===== src/design/act_pkg.sv =====
// package for the conversion post-processing block: register map, field layout, reset values
// assumes a 32-bit AXI4-Lite register bus and one clock
package act_pkg;
   localparam int ACT_RES_W = 10;
   localparam int ACT_DATA_W = 16;
   // register byte offsets
   localparam logic [7:0] ACT_OFF_CTRL = 8'h00;
   localparam logic [7:0] ACT_OFF_STAT = 8'h04;
   localparam logic [7:0] ACT_OFF_RPT = 8'h08;
   localparam logic [7:0] ACT_OFF_STPT = 8'h0C;
   localparam logic [7:0] ACT_OFF_LTH = 8'h10;
   localparam logic [7:0] ACT_OFF_UTH = 8'h14;
   localparam logic [7:0] ACT_OFF_RES = 8'h18;
   localparam logic [7:0] ACT_OFF_PREV = 8'h1C;
   localparam logic [7:0] ACT_OFF_ACC = 8'h20;
   localparam logic [7:0] ACT_OFF_FLT = 8'h24;
   localparam logic [7:0] ACT_OFF_ERR = 8'h28;
   localparam logic [7:0] ACT_OFF_CNT = 8'h2C;
   // control register field positions
   localparam int ACT_B_MODE = 0;  // 3 bits
   localparam int ACT_B_TMD = 3;   // 3 bits
   localparam int ACT_B_CALC = 6;  // 3 bits
   localparam int ACT_B_CRS = 9;   // 3 bits
   localparam int ACT_B_CONT = 12;
   localparam int ACT_B_SOI = 13;
   localparam int ACT_B_DSEN = 14;
   localparam int ACT_B_PSIS = 15;
   localparam int ACT_B_FM = 16;
   localparam int ACT_B_GO = 17;
   localparam int ACT_B_ACLR = 18;
   // status register field positions
   localparam int ACT_B_TIF = 0;
   localparam int ACT_B_AOV = 1;
   localparam int ACT_B_UTHR = 2;
   localparam int ACT_B_LTHR = 3;
   localparam int ACT_B_MATH = 4;
   localparam logic [15:0] ACT_CTRL_RST = 16'h0000;
   localparam logic [7:0] ACT_RPT_RST = 8'h00;
   localparam logic [7:0] ACT_CNT_MAX = 8'hFF;
   localparam logic [1:0] ACT_RESP_OKAY = 2'b00;
   localparam logic [1:0] ACT_RESP_SLVERR = 2'b10;

   typedef enum logic [2:0] {
      ACT_MD_BASIC, ACT_MD_ACCUM, ACT_MD_AVG, ACT_MD_BURST, ACT_MD_LPF
   } act_mode_t;

   // settings that steer the computation
   typedef struct packed {
      logic pre_src_sel;
      logic dbl_en;
      logic stop_irq;
      logic cont_en;
      logic [2:0] shift;
      logic [2:0] calc;
      logic [2:0] tmode;
      logic [2:0] mode;
   } act_ctrl_t;

   // one conversion result from the core
   typedef struct packed {
      logic valid;
      logic [ACT_RES_W-1:0] data;
   } act_conv_t;
endpackage


===== src/design/act_top.sv =====
// conversion post-processing: accumulate/average/filter, error calculation, threshold test
// assumes conversion results arrive as one-cycle strobes in step with aclk; AXI4-Lite slave
//
// Operation
// (RQ1) basic mode skips accumulation yet still computes error and tests threshold
// (RQ2) accumulate mode adds each completed result into the accumulator
// (RQ3) filter output takes the accumulator shifted right by shift count
// (RQ4) accumulator is always right-justified regardless of result format
// (RQ5) sample counter counts once per accumulated sample
// (RQ6) accumulate mode tests threshold after every sample
// (RQ7) average mode tests threshold only when counter reaches repeat target
// (RQ8) burst average retriggers itself until counter reaches repeat target
// (RQ9) low-pass mode filters samples, shift sets the cutoff
// (RQ10) error codes 0-2: result minus previous, setpoint or filter
// (RQ11) codes 4-7: previous-filter, filter-setpoint, result, filter; 3 reserved
// (RQ12) upper and lower compare flags come from comparing error with thresholds
// (RQ13) threshold mode selects one of eight conditions
// (RQ14) met condition at end of computation sets threshold flag
// (RQ15) threshold comparisons are signed
// (RQ16) accumulator overflow also raises threshold flag
// (RQ17) results are latched at end of conversion and held
// (RQ18) continuous mode sets start bit again until stop-on-interrupt
// (RQ19) double sampling needs two conversions, each triggered when not continuous
// (RQ20) first double-sample conversion sets done flag and updates accumulator only
// (RQ21) second conversion moves first to previous, second to result, then tests
// (RQ22) accumulator is 16 bits; overflow flag set when sum passes 65535; the code does not set it in low-pass mode
// (RQ23) clear bit clears accumulator, overflow and counter, then self-clears
`timescale 1ns/1ps
module act_top
   import act_pkg::*;
#(
   parameter int RES_W = act_pkg::ACT_RES_W
) (
   input wire logic aclk, // 10 MHz clock
   input wire logic aresetn, // synchronous reset, low active
   input wire logic [31:0] s_axi_awaddr, // write address
   input wire logic s_axi_awvalid, // write address valid
   output logic s_axi_awready, // write address ready
   input wire logic [31:0] s_axi_wdata, // write data
   input wire logic [3:0] s_axi_wstrb, // byte strobes
   input wire logic s_axi_wvalid, // write data valid
   output logic s_axi_wready, // write data ready
   output logic [1:0] s_axi_bresp, // write response
   output logic s_axi_bvalid, // write response valid
   input wire logic s_axi_bready, // write response ready
   input wire logic [31:0] s_axi_araddr, // read address
   input wire logic s_axi_arvalid, // read address valid
   output logic s_axi_arready, // read address ready
   output logic [31:0] s_axi_rdata, // read data
   output logic [1:0] s_axi_rresp, // read response
   output logic s_axi_rvalid, // read data valid
   input wire logic s_axi_rready, // read data ready
   input wire act_pkg::act_conv_t conv_in, // finished conversion strobe
   output logic conversion_start_bit, // asks core for a conversion
   output logic threshold_irq_flag // sticky threshold flag
);
   import act_pkg::*;

   // elaboration check: results wider than the 16-bit registers cannot be shown
   if (RES_W < 1 || RES_W > 16) begin : g_res_w_check
      $error("act_top: RES_W out of range");
   end

   act_ctrl_t ctrl_q;
   logic result_left_q;
   logic [7:0] repeat_target_q;
   logic [15:0] setpoint_value_q, lower_threshold_q, upper_threshold_q;
   logic [15:0] conversion_result_q, previous_result_q;
   logic [15:0] sample_accumulator_q, filter_output_q, error_value_q;
   logic [7:0] sample_counter_q;
   logic accumulator_overflow_flag_q, upper_compare_flag_q, lower_compare_flag_q;
   logic computation_done_flag_q, accumulator_clear_q, second_pending_q;
   logic tif_q, start_fresh_q;

   // bus channel state
   logic aw_hold_q, w_hold_q;
   logic [7:0] aw_addr_q;
   logic [31:0] w_data_q;
   logic [3:0] w_strb_q;

   // write path: address and data in either order
   assign s_axi_awready = !aw_hold_q && !s_axi_bvalid;
   assign s_axi_wready = !w_hold_q && !s_axi_bvalid;
   logic wr_go;
   assign wr_go = aw_hold_q && w_hold_q && !s_axi_bvalid;
   always_ff @(posedge aclk) begin
      if (!aresetn) begin
         aw_hold_q <= 1'b0;
         w_hold_q <= 1'b0;
         aw_addr_q <= 8'h00;
         w_data_q <= 32'h0000_0000;
         w_strb_q <= 4'h0;
         s_axi_bvalid <= 1'b0;
         s_axi_bresp <= ACT_RESP_OKAY;
      end else begin
         if (s_axi_awvalid && s_axi_awready) begin
            aw_hold_q <= 1'b1;
            aw_addr_q <= s_axi_awaddr[7:0];
         end
         if (s_axi_wvalid && s_axi_wready) begin
            w_hold_q <= 1'b1;
            w_data_q <= s_axi_wdata;
            w_strb_q <= s_axi_wstrb;
         end
         if (wr_go) begin
            aw_hold_q <= 1'b0;
            w_hold_q <= 1'b0;
            s_axi_bvalid <= 1'b1;
            s_axi_bresp <= wr_known(aw_addr_q) ? ACT_RESP_OKAY : ACT_RESP_SLVERR;
         end else if (s_axi_bvalid && s_axi_bready) begin
            s_axi_bvalid <= 1'b0;
         end
      end
   end

   // writable offsets, used by the write response
   function automatic logic wr_known(input logic [7:0] a);
      return a == ACT_OFF_CTRL || a == ACT_OFF_STAT || a == ACT_OFF_RPT || a == ACT_OFF_STPT ||
             a == ACT_OFF_LTH || a == ACT_OFF_UTH;
   endfunction

   // byte-lane merge for 16-bit registers
   function automatic logic [15:0] merge16(input logic [15:0] old, input logic [31:0] d, input logic [3:0] s);
      return {s[1] ? d[15:8] : old[15:8], s[0] ? d[7:0] : old[7:0]};
   endfunction

   logic wr_ctrl, wr_stat;
   assign wr_ctrl = wr_go && aw_addr_q == ACT_OFF_CTRL;
   assign wr_stat = wr_go && aw_addr_q == ACT_OFF_STAT;

   // plain configuration registers
   always_ff @(posedge aclk) begin
      if (!aresetn) begin
         ctrl_q <= ACT_CTRL_RST;
         result_left_q <= 1'b0;
         repeat_target_q <= ACT_RPT_RST;
         setpoint_value_q <= 16'h0000;
         lower_threshold_q <= 16'h0000;
         upper_threshold_q <= 16'h0000;
      end else if (wr_go) begin
         if (wr_ctrl) begin
            ctrl_q <= act_ctrl_t'(merge16(ctrl_q, w_data_q, w_strb_q));
            if (w_strb_q[2]) result_left_q <= !w_data_q[ACT_B_FM];
         end
         if (aw_addr_q == ACT_OFF_RPT && w_strb_q[0]) repeat_target_q <= w_data_q[7:0];
         if (aw_addr_q == ACT_OFF_STPT) setpoint_value_q <= merge16(setpoint_value_q, w_data_q, w_strb_q);
         if (aw_addr_q == ACT_OFF_LTH) lower_threshold_q <= merge16(lower_threshold_q, w_data_q, w_strb_q);
         if (aw_addr_q == ACT_OFF_UTH) upper_threshold_q <= merge16(upper_threshold_q, w_data_q, w_strb_q);
      end
   end

   // read path: one read at a time, answered the cycle after it is taken
   assign s_axi_arready = !s_axi_rvalid;
   always_ff @(posedge aclk) begin
      if (!aresetn) begin
         s_axi_rvalid <= 1'b0;
         s_axi_rdata <= 32'h0000_0000;
         s_axi_rresp <= ACT_RESP_OKAY;
      end else if (s_axi_arvalid && s_axi_arready) begin
         s_axi_rvalid <= 1'b1;
         s_axi_rresp <= ACT_RESP_OKAY;
         case (s_axi_araddr[7:0])
            ACT_OFF_CTRL: s_axi_rdata <= {13'h0000, accumulator_clear_q, conversion_start_bit,
                                          !result_left_q, 16'(ctrl_q)};
            ACT_OFF_STAT: s_axi_rdata <= {27'h0000000, computation_done_flag_q, lower_compare_flag_q,
                                          upper_compare_flag_q, accumulator_overflow_flag_q, tif_q};
            ACT_OFF_RPT: s_axi_rdata <= {24'h000000, repeat_target_q};
            ACT_OFF_STPT: s_axi_rdata <= {16'h0000, setpoint_value_q};
            ACT_OFF_LTH: s_axi_rdata <= {16'h0000, lower_threshold_q};
            ACT_OFF_UTH: s_axi_rdata <= {16'h0000, upper_threshold_q};
            ACT_OFF_RES: s_axi_rdata <= {16'h0000, fmt(conversion_result_q)};
            ACT_OFF_PREV: s_axi_rdata <= {16'h0000, fmt(previous_result_q)};
            ACT_OFF_ACC: s_axi_rdata <= {16'h0000, sample_accumulator_q};
            ACT_OFF_FLT: s_axi_rdata <= {16'h0000, filter_output_q};
            ACT_OFF_ERR: s_axi_rdata <= {16'h0000, error_value_q};
            ACT_OFF_CNT: s_axi_rdata <= {24'h000000, sample_counter_q};
            default: begin
               s_axi_rdata <= 32'h0000_0000;
               s_axi_rresp <= ACT_RESP_SLVERR;
            end
         endcase
      end else if (s_axi_rvalid && s_axi_rready) begin
         s_axi_rvalid <= 1'b0;
      end
   end

   // justification only affects the software view of results
   function automatic logic [15:0] fmt(input logic [15:0] v);
      return result_left_q ? (v << (16 - RES_W)) : v;
   endfunction

   // sample arithmetic, always right-justified internally
   logic conv_done, first_half, comp_end;
   logic [15:0] new_res, s_term;
   logic [16:0] acc_sum;
   logic [15:0] acc_next, flt_next;
   logic [7:0] cnt_next;
   logic accum_mode, cnt_reached, restart;
   assign conv_done = conv_in.valid;
   assign new_res = 16'(conv_in.data);
   // (RQ19) two conversions per cycle when double sampling
   assign first_half = ctrl_q.dbl_en && !second_pending_q;
   assign comp_end = conv_done && !first_half;
   // (RQ4) right-justified sample term: S1 or S2-S1
   assign s_term = (ctrl_q.dbl_en && !first_half) ? 16'(new_res - conversion_result_q) : new_res;
   assign accum_mode = ctrl_q.mode != 3'(ACT_MD_BASIC) && ctrl_q.mode <= 3'(ACT_MD_LPF);
   // (RQ2) accumulate, (RQ9) low-pass subtracts its own shifted value
   always_comb begin
      if (ctrl_q.mode == 3'(ACT_MD_LPF))
         acc_sum = {1'b0, sample_accumulator_q} + {1'b0, s_term} - {1'b0, sample_accumulator_q >> ctrl_q.shift};
      else
         acc_sum = {1'b0, sample_accumulator_q} + {1'b0, s_term};
      acc_next = acc_sum[15:0];
      // (RQ3) filter output is the shifted accumulator
      flt_next = acc_next >> ctrl_q.shift;
      // (RQ5) count saturates at all ones
      cnt_next = (sample_counter_q == ACT_CNT_MAX) ? sample_counter_q : sample_counter_q + 8'h01;
   end
   // (RQ7) target test on the count including this sample; a restart counts from one
   assign restart = start_fresh_q && (ctrl_q.mode == 3'(ACT_MD_AVG) || ctrl_q.mode == 3'(ACT_MD_BURST));
   assign cnt_reached = (restart ? 8'h01 : cnt_next) >= repeat_target_q;

   // accumulator, counter, overflow and clear
   always_ff @(posedge aclk) begin
      if (!aresetn) begin
         sample_accumulator_q <= 16'h0000;
         filter_output_q <= 16'h0000;
         sample_counter_q <= 8'h00;
         accumulator_overflow_flag_q <= 1'b0;
         accumulator_clear_q <= 1'b0;
      end else if (accumulator_clear_q) begin
         // (RQ23) clear completes, bit returns to zero
         sample_accumulator_q <= 16'h0000;
         sample_counter_q <= 8'h00;
         accumulator_overflow_flag_q <= 1'b0;
         accumulator_clear_q <= 1'b0;
      end else if (wr_ctrl && w_strb_q[2] && w_data_q[ACT_B_ACLR]) begin
         accumulator_clear_q <= 1'b1;
      end else if (conv_done && accum_mode && !(ctrl_q.mode == 3'(ACT_MD_BURST) && start_fresh_q)
                   && !(ctrl_q.mode == 3'(ACT_MD_AVG) && start_fresh_q)) begin
         // (RQ2) (RQ20) every sample except an average/burst restart, including first double-sample half
         sample_accumulator_q <= acc_next;
         filter_output_q <= flt_next;
         // (RQ5) count each accumulated sample
         sample_counter_q <= cnt_next;
         // (RQ22) carry out of 16 bits flags overflow, except in low-pass mode
         if (acc_sum[16] && ctrl_q.mode != 3'(ACT_MD_LPF)) accumulator_overflow_flag_q <= 1'b1;
      end else if (conv_done && accum_mode) begin
         // average/burst restart: accumulator starts over from this sample, count set to one
         sample_accumulator_q <= s_term;
         filter_output_q <= s_term >> ctrl_q.shift;
         sample_counter_q <= 8'h01;
      end
   end

   // restart marker for average modes after a target is reached
   always_ff @(posedge aclk) begin
      if (!aresetn || accumulator_clear_q) start_fresh_q <= 1'b0;
      else if (comp_end && (ctrl_q.mode == 3'(ACT_MD_AVG) || ctrl_q.mode == 3'(ACT_MD_BURST)))
         start_fresh_q <= cnt_reached || start_fresh_q && sample_counter_q >= repeat_target_q;
      else if (conv_done) start_fresh_q <= 1'b0;
   end

   // (RQ17) latch results; (RQ21) first half into previous on second
   always_ff @(posedge aclk) begin
      if (!aresetn) begin
         conversion_result_q <= 16'h0000;
         previous_result_q <= 16'h0000;
         second_pending_q <= 1'b0;
         computation_done_flag_q <= 1'b0;
      end else begin
         if (conv_done) begin
            conversion_result_q <= new_res;
            // (RQ20) done flag on every conversion
            computation_done_flag_q <= 1'b1;
            if (ctrl_q.dbl_en) second_pending_q <= first_half;
            if (first_half) previous_result_q <= previous_result_q;
            else previous_result_q <= ctrl_q.pre_src_sel ? filter_output_q : conversion_result_q;
         end else if (wr_stat && w_strb_q[0] && w_data_q[ACT_B_MATH]) begin
            computation_done_flag_q <= 1'b0;
         end
         if (!ctrl_q.dbl_en) second_pending_q <= 1'b0;
      end
   end

   // (RQ10) (RQ11) error selection; previous is what it becomes this cycle
   logic [15:0] prev_eff, flt_eff, err_d;
   assign prev_eff = ctrl_q.pre_src_sel ? filter_output_q : conversion_result_q;
   assign flt_eff = accum_mode ? (restart ? s_term >> ctrl_q.shift : flt_next) : filter_output_q;
   always_comb begin
      case (ctrl_q.calc)
         3'b000: err_d = new_res - prev_eff;
         3'b001: err_d = s_term - setpoint_value_q;
         3'b010: err_d = s_term - flt_eff;
         3'b100: err_d = prev_eff - flt_eff;
         3'b101: err_d = flt_eff - setpoint_value_q;
         3'b110: err_d = new_res;
         3'b111: err_d = flt_eff;
         default: err_d = 16'h0000; // reserved code
      endcase
   end

   // (RQ12) (RQ15) signed compares
   logic ut_d, lt_d, cond_d, test_now;
   assign ut_d = $signed(err_d) > $signed(upper_threshold_q);
   assign lt_d = $signed(err_d) < $signed(lower_threshold_q);
   // (RQ13) eight threshold conditions
   always_comb begin
      case (ctrl_q.tmode)
         3'd0: cond_d = 1'b0;
         3'd1: cond_d = lt_d;
         3'd2: cond_d = !lt_d;
         3'd3: cond_d = !lt_d && !ut_d;
         3'd4: cond_d = lt_d || ut_d;
         3'd5: cond_d = !ut_d;
         3'd6: cond_d = ut_d;
         default: cond_d = 1'b1;
      endcase
   end
   // (RQ1) (RQ6) (RQ7) (RQ9) when a test is run
   assign test_now = comp_end && (ctrl_q.mode <= 3'(ACT_MD_ACCUM) || cnt_reached);

   // (RQ14) (RQ16) sticky flag, set wins over software clear
   always_ff @(posedge aclk) begin
      if (!aresetn) begin
         tif_q <= 1'b0;
         error_value_q <= 16'h0000;
         upper_compare_flag_q <= 1'b0;
         lower_compare_flag_q <= 1'b0;
      end else begin
         if (test_now) begin
            error_value_q <= err_d;
            upper_compare_flag_q <= ut_d;
            lower_compare_flag_q <= lt_d;
         end
         if ((test_now && cond_d) || accumulator_overflow_flag_q) tif_q <= 1'b1;
         else if (wr_stat && w_strb_q[0] && w_data_q[ACT_B_TIF]) tif_q <= 1'b0;
      end
   end
   assign threshold_irq_flag = tif_q;

   // start bit: software sets, hardware retriggers or clears
   logic retrig;
   // (RQ18) continuous until stop-on-interrupt; (RQ8) burst until target
   assign retrig = (ctrl_q.cont_en && !(ctrl_q.stop_irq && (tif_q || (test_now && cond_d))))
                   || (ctrl_q.mode == 3'(ACT_MD_BURST) && comp_end && !cnt_reached)
                   || (ctrl_q.mode == 3'(ACT_MD_BURST) && first_half);
   always_ff @(posedge aclk) begin
      if (!aresetn) conversion_start_bit <= 1'b0;
      else if (conv_done) conversion_start_bit <= retrig;
      else if (wr_ctrl && w_strb_q[2]) conversion_start_bit <= w_data_q[ACT_B_GO];
   end

   // (RQ23) clear bit self-clears one cycle after it is set
   clear_done_a: assert property (@(posedge aclk) disable iff (!aresetn)
      accumulator_clear_q |=> !accumulator_clear_q && sample_counter_q == 8'h00) // (RQ23)
      else $error("clear did not finish");
   // (RQ16) overflow raises threshold flag
   ovf_set_a: assert property (@(posedge aclk) disable iff (!aresetn)
      accumulator_overflow_flag_q |=> tif_q) // (RQ16)
      else $error("overflow did not raise threshold flag");
   basic_hold_a: assert property (@(posedge aclk) disable iff (!aresetn)
      conv_done && ctrl_q.mode == 3'(ACT_MD_BASIC) && !accumulator_clear_q
      |=> $stable(sample_accumulator_q)) // (RQ1)
      else $error("basic mode changed accumulator");
   flt_shift_a: assert property (@(posedge aclk) disable iff (!aresetn)
      conv_done && ctrl_q.mode == 3'(ACT_MD_ACCUM) && !start_fresh_q && !accumulator_clear_q
      && !wr_ctrl |=> filter_output_q == (sample_accumulator_q >> $past(ctrl_q.shift))) // (RQ3)
      else $error("filter output not shifted accumulator");
   cnt_step_a: assert property (@(posedge aclk) disable iff (!aresetn)
      conv_done && ctrl_q.mode == 3'(ACT_MD_ACCUM) && !accumulator_clear_q && !wr_ctrl
      && sample_counter_q != ACT_CNT_MAX |=> sample_counter_q == $past(sample_counter_q) + 8'h01) // (RQ5)
      else $error("counter did not step");
   first_notest_a: assert property (@(posedge aclk) disable iff (!aresetn)
      conv_done && first_half |=> $stable(error_value_q)) // (RQ20)
      else $error("first half updated error");
   tif_set_a: assert property (@(posedge aclk) disable iff (!aresetn)
      test_now && cond_d |=> tif_q) // (RQ14)
      else $error("threshold flag not set");
   never_mode_a: assert property (@(posedge aclk) disable iff (!aresetn)
      test_now && ctrl_q.tmode == 3'd0 && !tif_q && !accumulator_overflow_flag_q |=> !tif_q) // (RQ13)
      else $error("never mode set flag");
   upper_flag_a: assert property (@(posedge aclk) disable iff (!aresetn)
      test_now |=> upper_compare_flag_q == ($signed(error_value_q) > $signed($past(upper_threshold_q)))) // (RQ15)
      else $error("upper flag wrong");
endmodule

===== config.mk =====
export PLATFORM = sky130hd
export DESIGN_NAME = act_top
export DESIGN_NICKNAME = d
export VERILOG_FILES = /design/src/design/act_pkg.sv /design/src/design/act_top.sv
export SDC_FILE = /design/constraint.sdc
export NUM_CORES = 1
export LEC_CHECK = 0
export BUFFER_PORTS_ARGS = -buffer_cell sky130_fd_sc_hd__buf_2
export CAP_MARGIN = 10
export CORE_MARGIN = 4
export CORE_UTILIZATION = 35
export CTS_CLUSTER_SIZE = 16
export DETAILED_ROUTE_END_ITERATION = 6
export GPL_TIMING_DRIVEN = 0
export HOLD_SLACK_MARGIN = 0.03
export PLACE_DENSITY = 0.49
export SETUP_SLACK_MARGIN = 0.5
export SKIP_CTS_REPAIR_TIMING = 1
export SYNTH_ARGS = -nofsm -noshare
export SYNTH_HDL_FRONTEND = slang
export SYNTH_SLANG_ARGS = --single-unit

===== constraint.sdc =====
create_clock -name aclk -period 10 [get_ports aclk]
set_clock_uncertainty 0.1 [all_clocks]
set_input_delay 0.5 -clock aclk [delete_from_list [all_inputs] [get_ports aclk]]
set_output_delay 0.5 -clock aclk [all_outputs]
set_load 0.01 [all_outputs]

==> flow_metrics.py, run 1 <==
metrics = {
    "critical_path": {
        "critPathKind": "reg -> reg",
        "cp-start-kind": "flop",
        "rrSetupSlack_ns": -0.58,
        "slowest_stage": "o31ai_4",
        "crit_start": "conversion_result_q[0]",
        "reg2regPathDepth": 48,
        "rr_endpoint": "conversion_start_bit",
        "cp-end-kind": "flop",
        "worstPathMaxFanout": 6,
        "cp_slowest_stage_delay_ns": 0.49,
        "reg2reg_from": "conversion_result_q[0]",
        "crit_top_cell": "ha_4",
        "required_ns": 10.31,
        "cp_data_arrival_time_ns": 10.89,
    },
    "pwr": {
        "power_leakage_nw": 8.67,
        "swShare_pct": 30.6,
        "pwr-share-comb_pct": 20.9,
        "p_clk_share_pct": 42.6,
        "ir_drop_uv": 120,
        "powerDensity_nw_per_um2": 112,
        "p_int_mw": 1.76,
        "switchingPower_mw": 0.779,
        "power_frac_seq_pct": 36.5,
    },
    "worst_hold_path": {
        "min_path_type": "in -> reg",
        "min_to": "w_data_q[14]",
        "hp-start": "s_axi_wdata[14]",
        "worstHoldPathCells": 3,
    },
    "route": {
        "vias_per_cell": 6.10,
        "first_iter_violations": 2168,
        "top_layer_used": "met5",
        "drt_pass1_iterations": 6,
        "routed_wl_um": 90100,
        "wl_per_cell_um": 26.9,
        "drc": 0,
        "route.met2.wl_um": 39700,
        "routedLengthMet1_um": 38500,
        "ant_nets": 0,
        "dr_wl_met3_um": 7400,
        "via_count": 20400,
    },
    "flow_run": {
        "drv_cap": 0,
    },
    "clock_network": {
        "h-tree-depth": 1,
        "clock_path_buffers": 3,
        "clock_sinks": 219,
        "cts_tree": "done",
        "clock_latency_ns": 0.57,
        "numCtsBuffers": 27,
        "clockRootBuffer": "clkbuf_16",
        "cts.reportedPaths.clkPinSlew_ns": 0.06,
    },
    "sta": {
        "drv_slew": 0,
        "worst_pin_slew_ns": 1.10,
        "fin_crit_ns": 10.58,
        "fin_crit_sh_pct": 106,
        "hold_viol_final": 0,
        "setup_viol": 3,
        "rsz0062_at_grt": "true",
        "hold_slack_ns": 0.0788,
        "setup_slack_ns": -0.578,
        "finalSetupTns_ns": -1.60,
        "max_freq_mhz": 94.5,
        "relSlewSlack_pct": 26.5,
    },
    "outcome": {
        "status": "complete, but fails checks",
        "violations": "negative setup slack",
    },
    "logic_synthesis": {
        "synth-xor-area-share_pct": 2.78,
        "synth_top_family_by_area": "compound AO/OA/AOI/OAI gates",
        "syn_area_um2": 18200,
        "synthMuxAreaShare_pct": 8.24,
        "synth_seq_area_share_pct": 24.1,
        "synth_warnings": 0,
        "synth-edff-count": 0,
        "syn_inst": 2430,
        "synth-simple-area-share_pct": 21.6,
        "synth-compound-area-share_pct": 28.1,
        "ys.flop_type": "dfxtp_1",
        "avgSynthCellArea_um2": 7.50,
        "ys_types": 100,
        "ys_ff_latch": 219,
        "synth_fa_ha_area_share_pct": 9.58,
        "async_flop_share_pct": 0,
    },
    "die": {
        "core_area_um2": 51400,
        "boundaryPins": 161,
        "die_area_um2": 55800,
        "dieHeight_um": 236,
        "fp.dieW_um": 236,
        "row_count": 83,
        "initial_core_util_pct": 35.5,
    },
    "place": {
        "port_buffers": 83,
        "hpwl_um": 71100,
        "gp_congestion": 1.01,
    },
    "global_route": {
        "antenna_found_initial": 2,
        "grt_pass1_wl_um": 127000,
        "grt_max_degree": 16,
        "grt_pass1_vias": 18500,
        "grt-ovfl-total": 0,
        "grt_usage_pct": 29.9,
    },
    "cells_and_area": {
        "area_growth_pct": 24.2,
        "fin_nets": 2902,
        "utilization_pct": 44.0,
        "drive_gt1_share_pct": 18.7,
        "fill_cells": 5299,
    },
}
==> cell usage in the layout (no fill, tap or decap), types with 41 or more instances in the layout <==
cell type,instances
buf_4,103
inv_1,97
a21oi_1,201
clkbuf_1,104
buf_2,85
nor2_1,269
ha_1,102
o21ai_0,100
mux2i_1,110
dfxtp_1,207
nand3_1,64
a21o_1,41
nand2_1,289
==> layout make-up <==
class	count	area (µm²)	area share [%]
Inverter	109	438	1.94
Tap cell	680	851	3.76
Clock buffer	38	797	3.52
Buffer	150	734	3.25
Antenna cell	2	5.00	0.0221
Multi-Input combinational cell	1966	14000	62.0
Sequential cell	219	4420	19.5
Clock inverter	12	179	0.791
Timing Repair Buffer	176	1180	5.22
==> cells in the mapped netlist, drive strengths merged (28+ instances only) <==
library cell / number / area share (%)
nor3: 42 / 1.2
buf: 28 / 0.94
a221oi: 32 / 1.5
o21ai: 139 / 3.9
a31oi: 34 / 1.2
a22oi: 33 / 1.4
nand3: 64 / 1.8
a211oi: 45 / 2.0
a21oi: 221 / 6.1
xnor2: 37 / 1.8
ha: 129 / 8.9
dfxtp: 219 / 24
nor2: 277 / 5.7
inv: 109 / 2.2
nor2b: 34 / 1.2
nand2: 293 / 6.0
o21a: 31 / 1.3
a21o: 42 / 1.7
clkbuf: 122 / 2.5
mux2i: 114 / 6.3
nand2b: 28 / 0.96
==> stage by stage <==
step | area, µm² | instances | power, mW | setup WS, ns
global route | 22600 | 3350 | 2.63 | -0.829
global placement | 19800 | 3207 | 1.39 | -2.98
CTS | 20800 | 3258 | 2.47 | -3.13
finish | 22600 | 3352 | 2.54 | -0.578
detailed placement | 19800 | 3208 | 1.39 | -3.09
floorplan | 18500 | 2444 | 1.23 | 0.253
==> power by group through the flow <==
stage	registers, mW	logic, mW	clock network (mW)
floorplan	0.930	0.297	0
finish	0.930	0.532	1.08
CTS	0.930	0.446	1.09
global placement	0.949	0.438	0
global route	0.930	0.574	1.13
detailed placement	0.949	0.444	0
==> worst max-delay path: cells and delay by family (launching register included) <==
kind            cells  cell delay [ns]
flops               1             0.35
fa+ha+maj           6             1.71
buf+inv             2             0.29
xor+xnor            1             0.11
simple gates       15             2.54
compound gates     24             5.28
==> how the worst max path moves through the flow <==
stage	endpoint	slack, ns	cells past startpoint
after floorplan	threshold_irq_flag	0.25	49
after global placement	conversion_start_bit	-2.98	46
after detailed placement	threshold_irq_flag	-3.09	46
after CTS	conversion_start_bit	-3.13	46
after global routing	conversion_start_bit	-0.83	49
final	conversion_start_bit	-0.58	48
==> registers in the layout (all words and copies together), names as in the netlist, 3 cells and up <==
signal	count
lower_threshold_q	16
error_value_q	16
repeat_target_q	8
aw_addr_q	8
previous_result_q	16
w_strb_q	3
ctrl_q	16
w_data_q	19
upper_threshold_q	16
conversion_result_q	10
sample_accumulator_q	16
filter_output_q	16
sample_counter_q	8
setpoint_value_q	16
s_axi_rdata	19
==> cell families (layout without fill, tap and decap cells) <==
group,after synthesis,after routing
multiplexers,135,135
buffers and inverters,259,485
XOR/XNOR,57,57
flip-flops,219,219
other,1,17
AO/OA/AOI/OAI,761,761
AND/OR/NAND/NOR,862,862
adder cells (fa/ha/maj),136,136
==> metal layers <==
metal,GRT usage [%],up-vias
li1,-,9272
met1,41.0,9981
met2,46.9,943
met3,5.40,233
met4,11.5,2
met5,0,-
Note: power is estimated with default switching activity, not from simulation.
==> inputs of run 2 (changes only) <==
==> constraint.sdc (replaced) <==
create_clock -name aclk -period 10 [get_ports aclk]
set_clock_uncertainty 0.1 [all_clocks]
set_input_delay 1 -clock aclk [delete_from_list [all_inputs] [get_ports aclk]]
set_output_delay 1 -clock aclk [all_outputs]
set_load 0.01 [all_outputs]
==> run 2 against run 1 <==
- the run still ends with negative setup slack left
- power down 2.3%
- global-route usage up 0.44 points
- non-clock buffer count down 4
- sequential power about the same
- largest power group unchanged
==> flow_metrics.py, run 2 (same netlist as run 1, synthesis figures left out) <==
metrics = {
    "critical_path": {
        "cp_data_arrival_time_ns": 11.05,
        "rrSetupSlack_ns": -0.69,
        "required_ns": 10.34,
        "cp-start-kind": "primary input",
        "worst-path-buf-inv": 5,
        "crit_top_cell": "ha_4",
        "slowest_stage": "fa_2",
        "cp-end-kind": "flop",
        "worst_path_dominant_cell_family": "compound AO/OA/AOI/OAI gates",
        "worstPathMaxFanout": 5,
        "critPathKind": "in -> reg",
        "cp_slowest_stage_delay_ns": 0.51,
    },
    "global_route": {
        "grt_usage_pct": 30.4,
        "grt_max_degree": 16,
        "antenna_found_initial": 0,
        "grt_pass1_wl_um": 128000,
        "grt_pass1_vias": 18500,
        "grt-ovfl-total": 0,
    },
    "clock_network": {
        "cts_tree": "done",
        "clock_sinks": 219,
        "clock_latency_ns": 0.56,
        "cts.reportedPaths.clkPinSlew_ns": 0.06,
        "numCtsBuffers": 26,
        "clock_path_buffers": 3,
        "h-tree-depth": 1,
        "clockRootBuffer": "clkbuf_16",
    },
    "place": {
        "gp_congestion": 0.995,
        "port_buffers": 83,
        "hpwl_um": 71700,
        "place_area_um2": 19800,
    },
    "die": {
        "core_area_um2": 51400,
        "initial_core_util_pct": 35.5,
        "die_area_um2": 55800,
        "dieHeight_um": 236,
        "row_count": 83,
        "boundaryPins": 161,
        "fp.dieW_um": 236,
    },
    "cells_and_area": {
        "fin_nets": 2897,
        "utilization_pct": 43.8,
        "layout_common_cells": "288 x nand2_1, 273 x nor2_1, 212 x dfxtp_1",
        "drive_gt1_share_pct": 17.9,
        "reg_top3": "s_axi_rdata: 19 flops, w_data_q: 19 flops",
        "design_area_um2": 22500,
        "antennaDiodeCount": 0,
        "area_growth_pct": 23.5,
        "fill_cells": 5345,
        "mostFrequentLayoutCell": "nand2_1",
    },
    "route": {
        "vias_per_cell": 6.11,
        "drc": 0,
        "dr_wl_met3_um": 7170,
        "drt_pass1_iterations": 7,
        "wl_per_cell_um": 27.4,
        "via_count": 20400,
        "ant_nets": 0,
        "top_layer_used": "met4",
        "first_iter_violations": 2190,
        "route.met2.wl_um": 40600,
        "routed_wl_um": 91400,
        "routedLengthMet1_um": 39600,
    },
    "sta": {
        "drv_slew": 0,
        "fin_crit_sh_pct": 107,
        "setup_slack_ns": -0.715,
        "worst_pin_slew_ns": 1.08,
        "setup_viol": 4,
        "max_freq_mhz": 93.3,
        "fin_crit_ns": 10.72,
        "relSlewSlack_pct": 28.3,
        "hold_viol_final": 0,
        "rsz0062_at_grt": "true",
    },
    "outcome": {
        "violations": "negative setup slack",
        "status": "complete, but fails checks",
    },
    "pwr": {
        "powerDensity_nw_per_um2": 110,
        "ir_drop_uv": 86.5,
        "power_leakage_nw": 8.63,
    },
    "flow_run": {
        "drv_cap": 0,
    },
    "worst_hold_path": {
        "min_path_type": "reg -> reg",
    },
}
-- run 2: cell count changes in the layout (fill, tap and decap cells not counted), moves of 5 or more --
cell | previous run | this run
dfxtp_4 | 7 | 2
clkbuf_1 | 104 | 109
nor2_2 | 5 | 0
dfxtp_1 | 207 | 212
clkbuf_8 | 8 | 2
-- run 2: metrics by stage --
stage | hold slack, ns | setup slack, ns | setup TNS [ns] | power, mW | instances
2_1_floorplan | 0.313 | -0.247 | -0.425 | 1.23 | 2444
3_3_place_gp | 0.346 | -3.87 | -26.31 | 1.39 | 3207
3_5_place_dp | 0.349 | -3.83 | -26.65 | 1.40 | 3209
4_1_cts | 0.359 | -3.87 | -27.07 | 2.41 | 3253
5_1_grt | 0.372 | -0.922 | -3.09 | 2.58 | 3340
6_report | 0.358 | -0.715 | -2.23 | 2.48 | 3340
-- run 2: area by class of cell --
type	count	area [µm²]	share of cell area (%)
plain buffers	150	707	3.14
clock buffers	35	726	3.22
clock inverters	9	151	0.672
inverters	109	429	1.91
multi-input cells	1966	14100	62.5
flip-flops and latches	219	4400	19.5
well taps	680	851	3.78
repair buffers	172	1170	5.21
-- run 2: worst paths after layout --
check | from | to | depth (start not counted)
hold / removal | s_axi_rdata[17] | s_axi_rdata[17] | 2
hold reg to reg | s_axi_rdata[17] | s_axi_rdata[17] | 2
setup / recovery | conv_in[0] | threshold_irq_flag | 48
setup reg to reg | conversion_result_q[2] | threshold_irq_flag | 48
-- run 2: worst min-delay path, cell delays in order, from the launching register on --
cell     delay, ns
dfxtp_1       0.31
nand2_1       0.05
a21oi_1       0.05
-- run 2: power by group --
group | internal (mW) | switching, mW
Sequential | 0.896 | 0.0349
Clock | 0.608 | 0.402
Combinational | 0.216 | 0.328
Total | 1.72 | 0.764
-- run 2: routing by layer --
metal | up-vias | GRT usage, %
li1 | 9254 | -
met1 | 9965 | 42.4
met2 | 993 | 48.6
met3 | 199 | 4.26
met4 | 0 | 9.68
met5 | - | 0.173
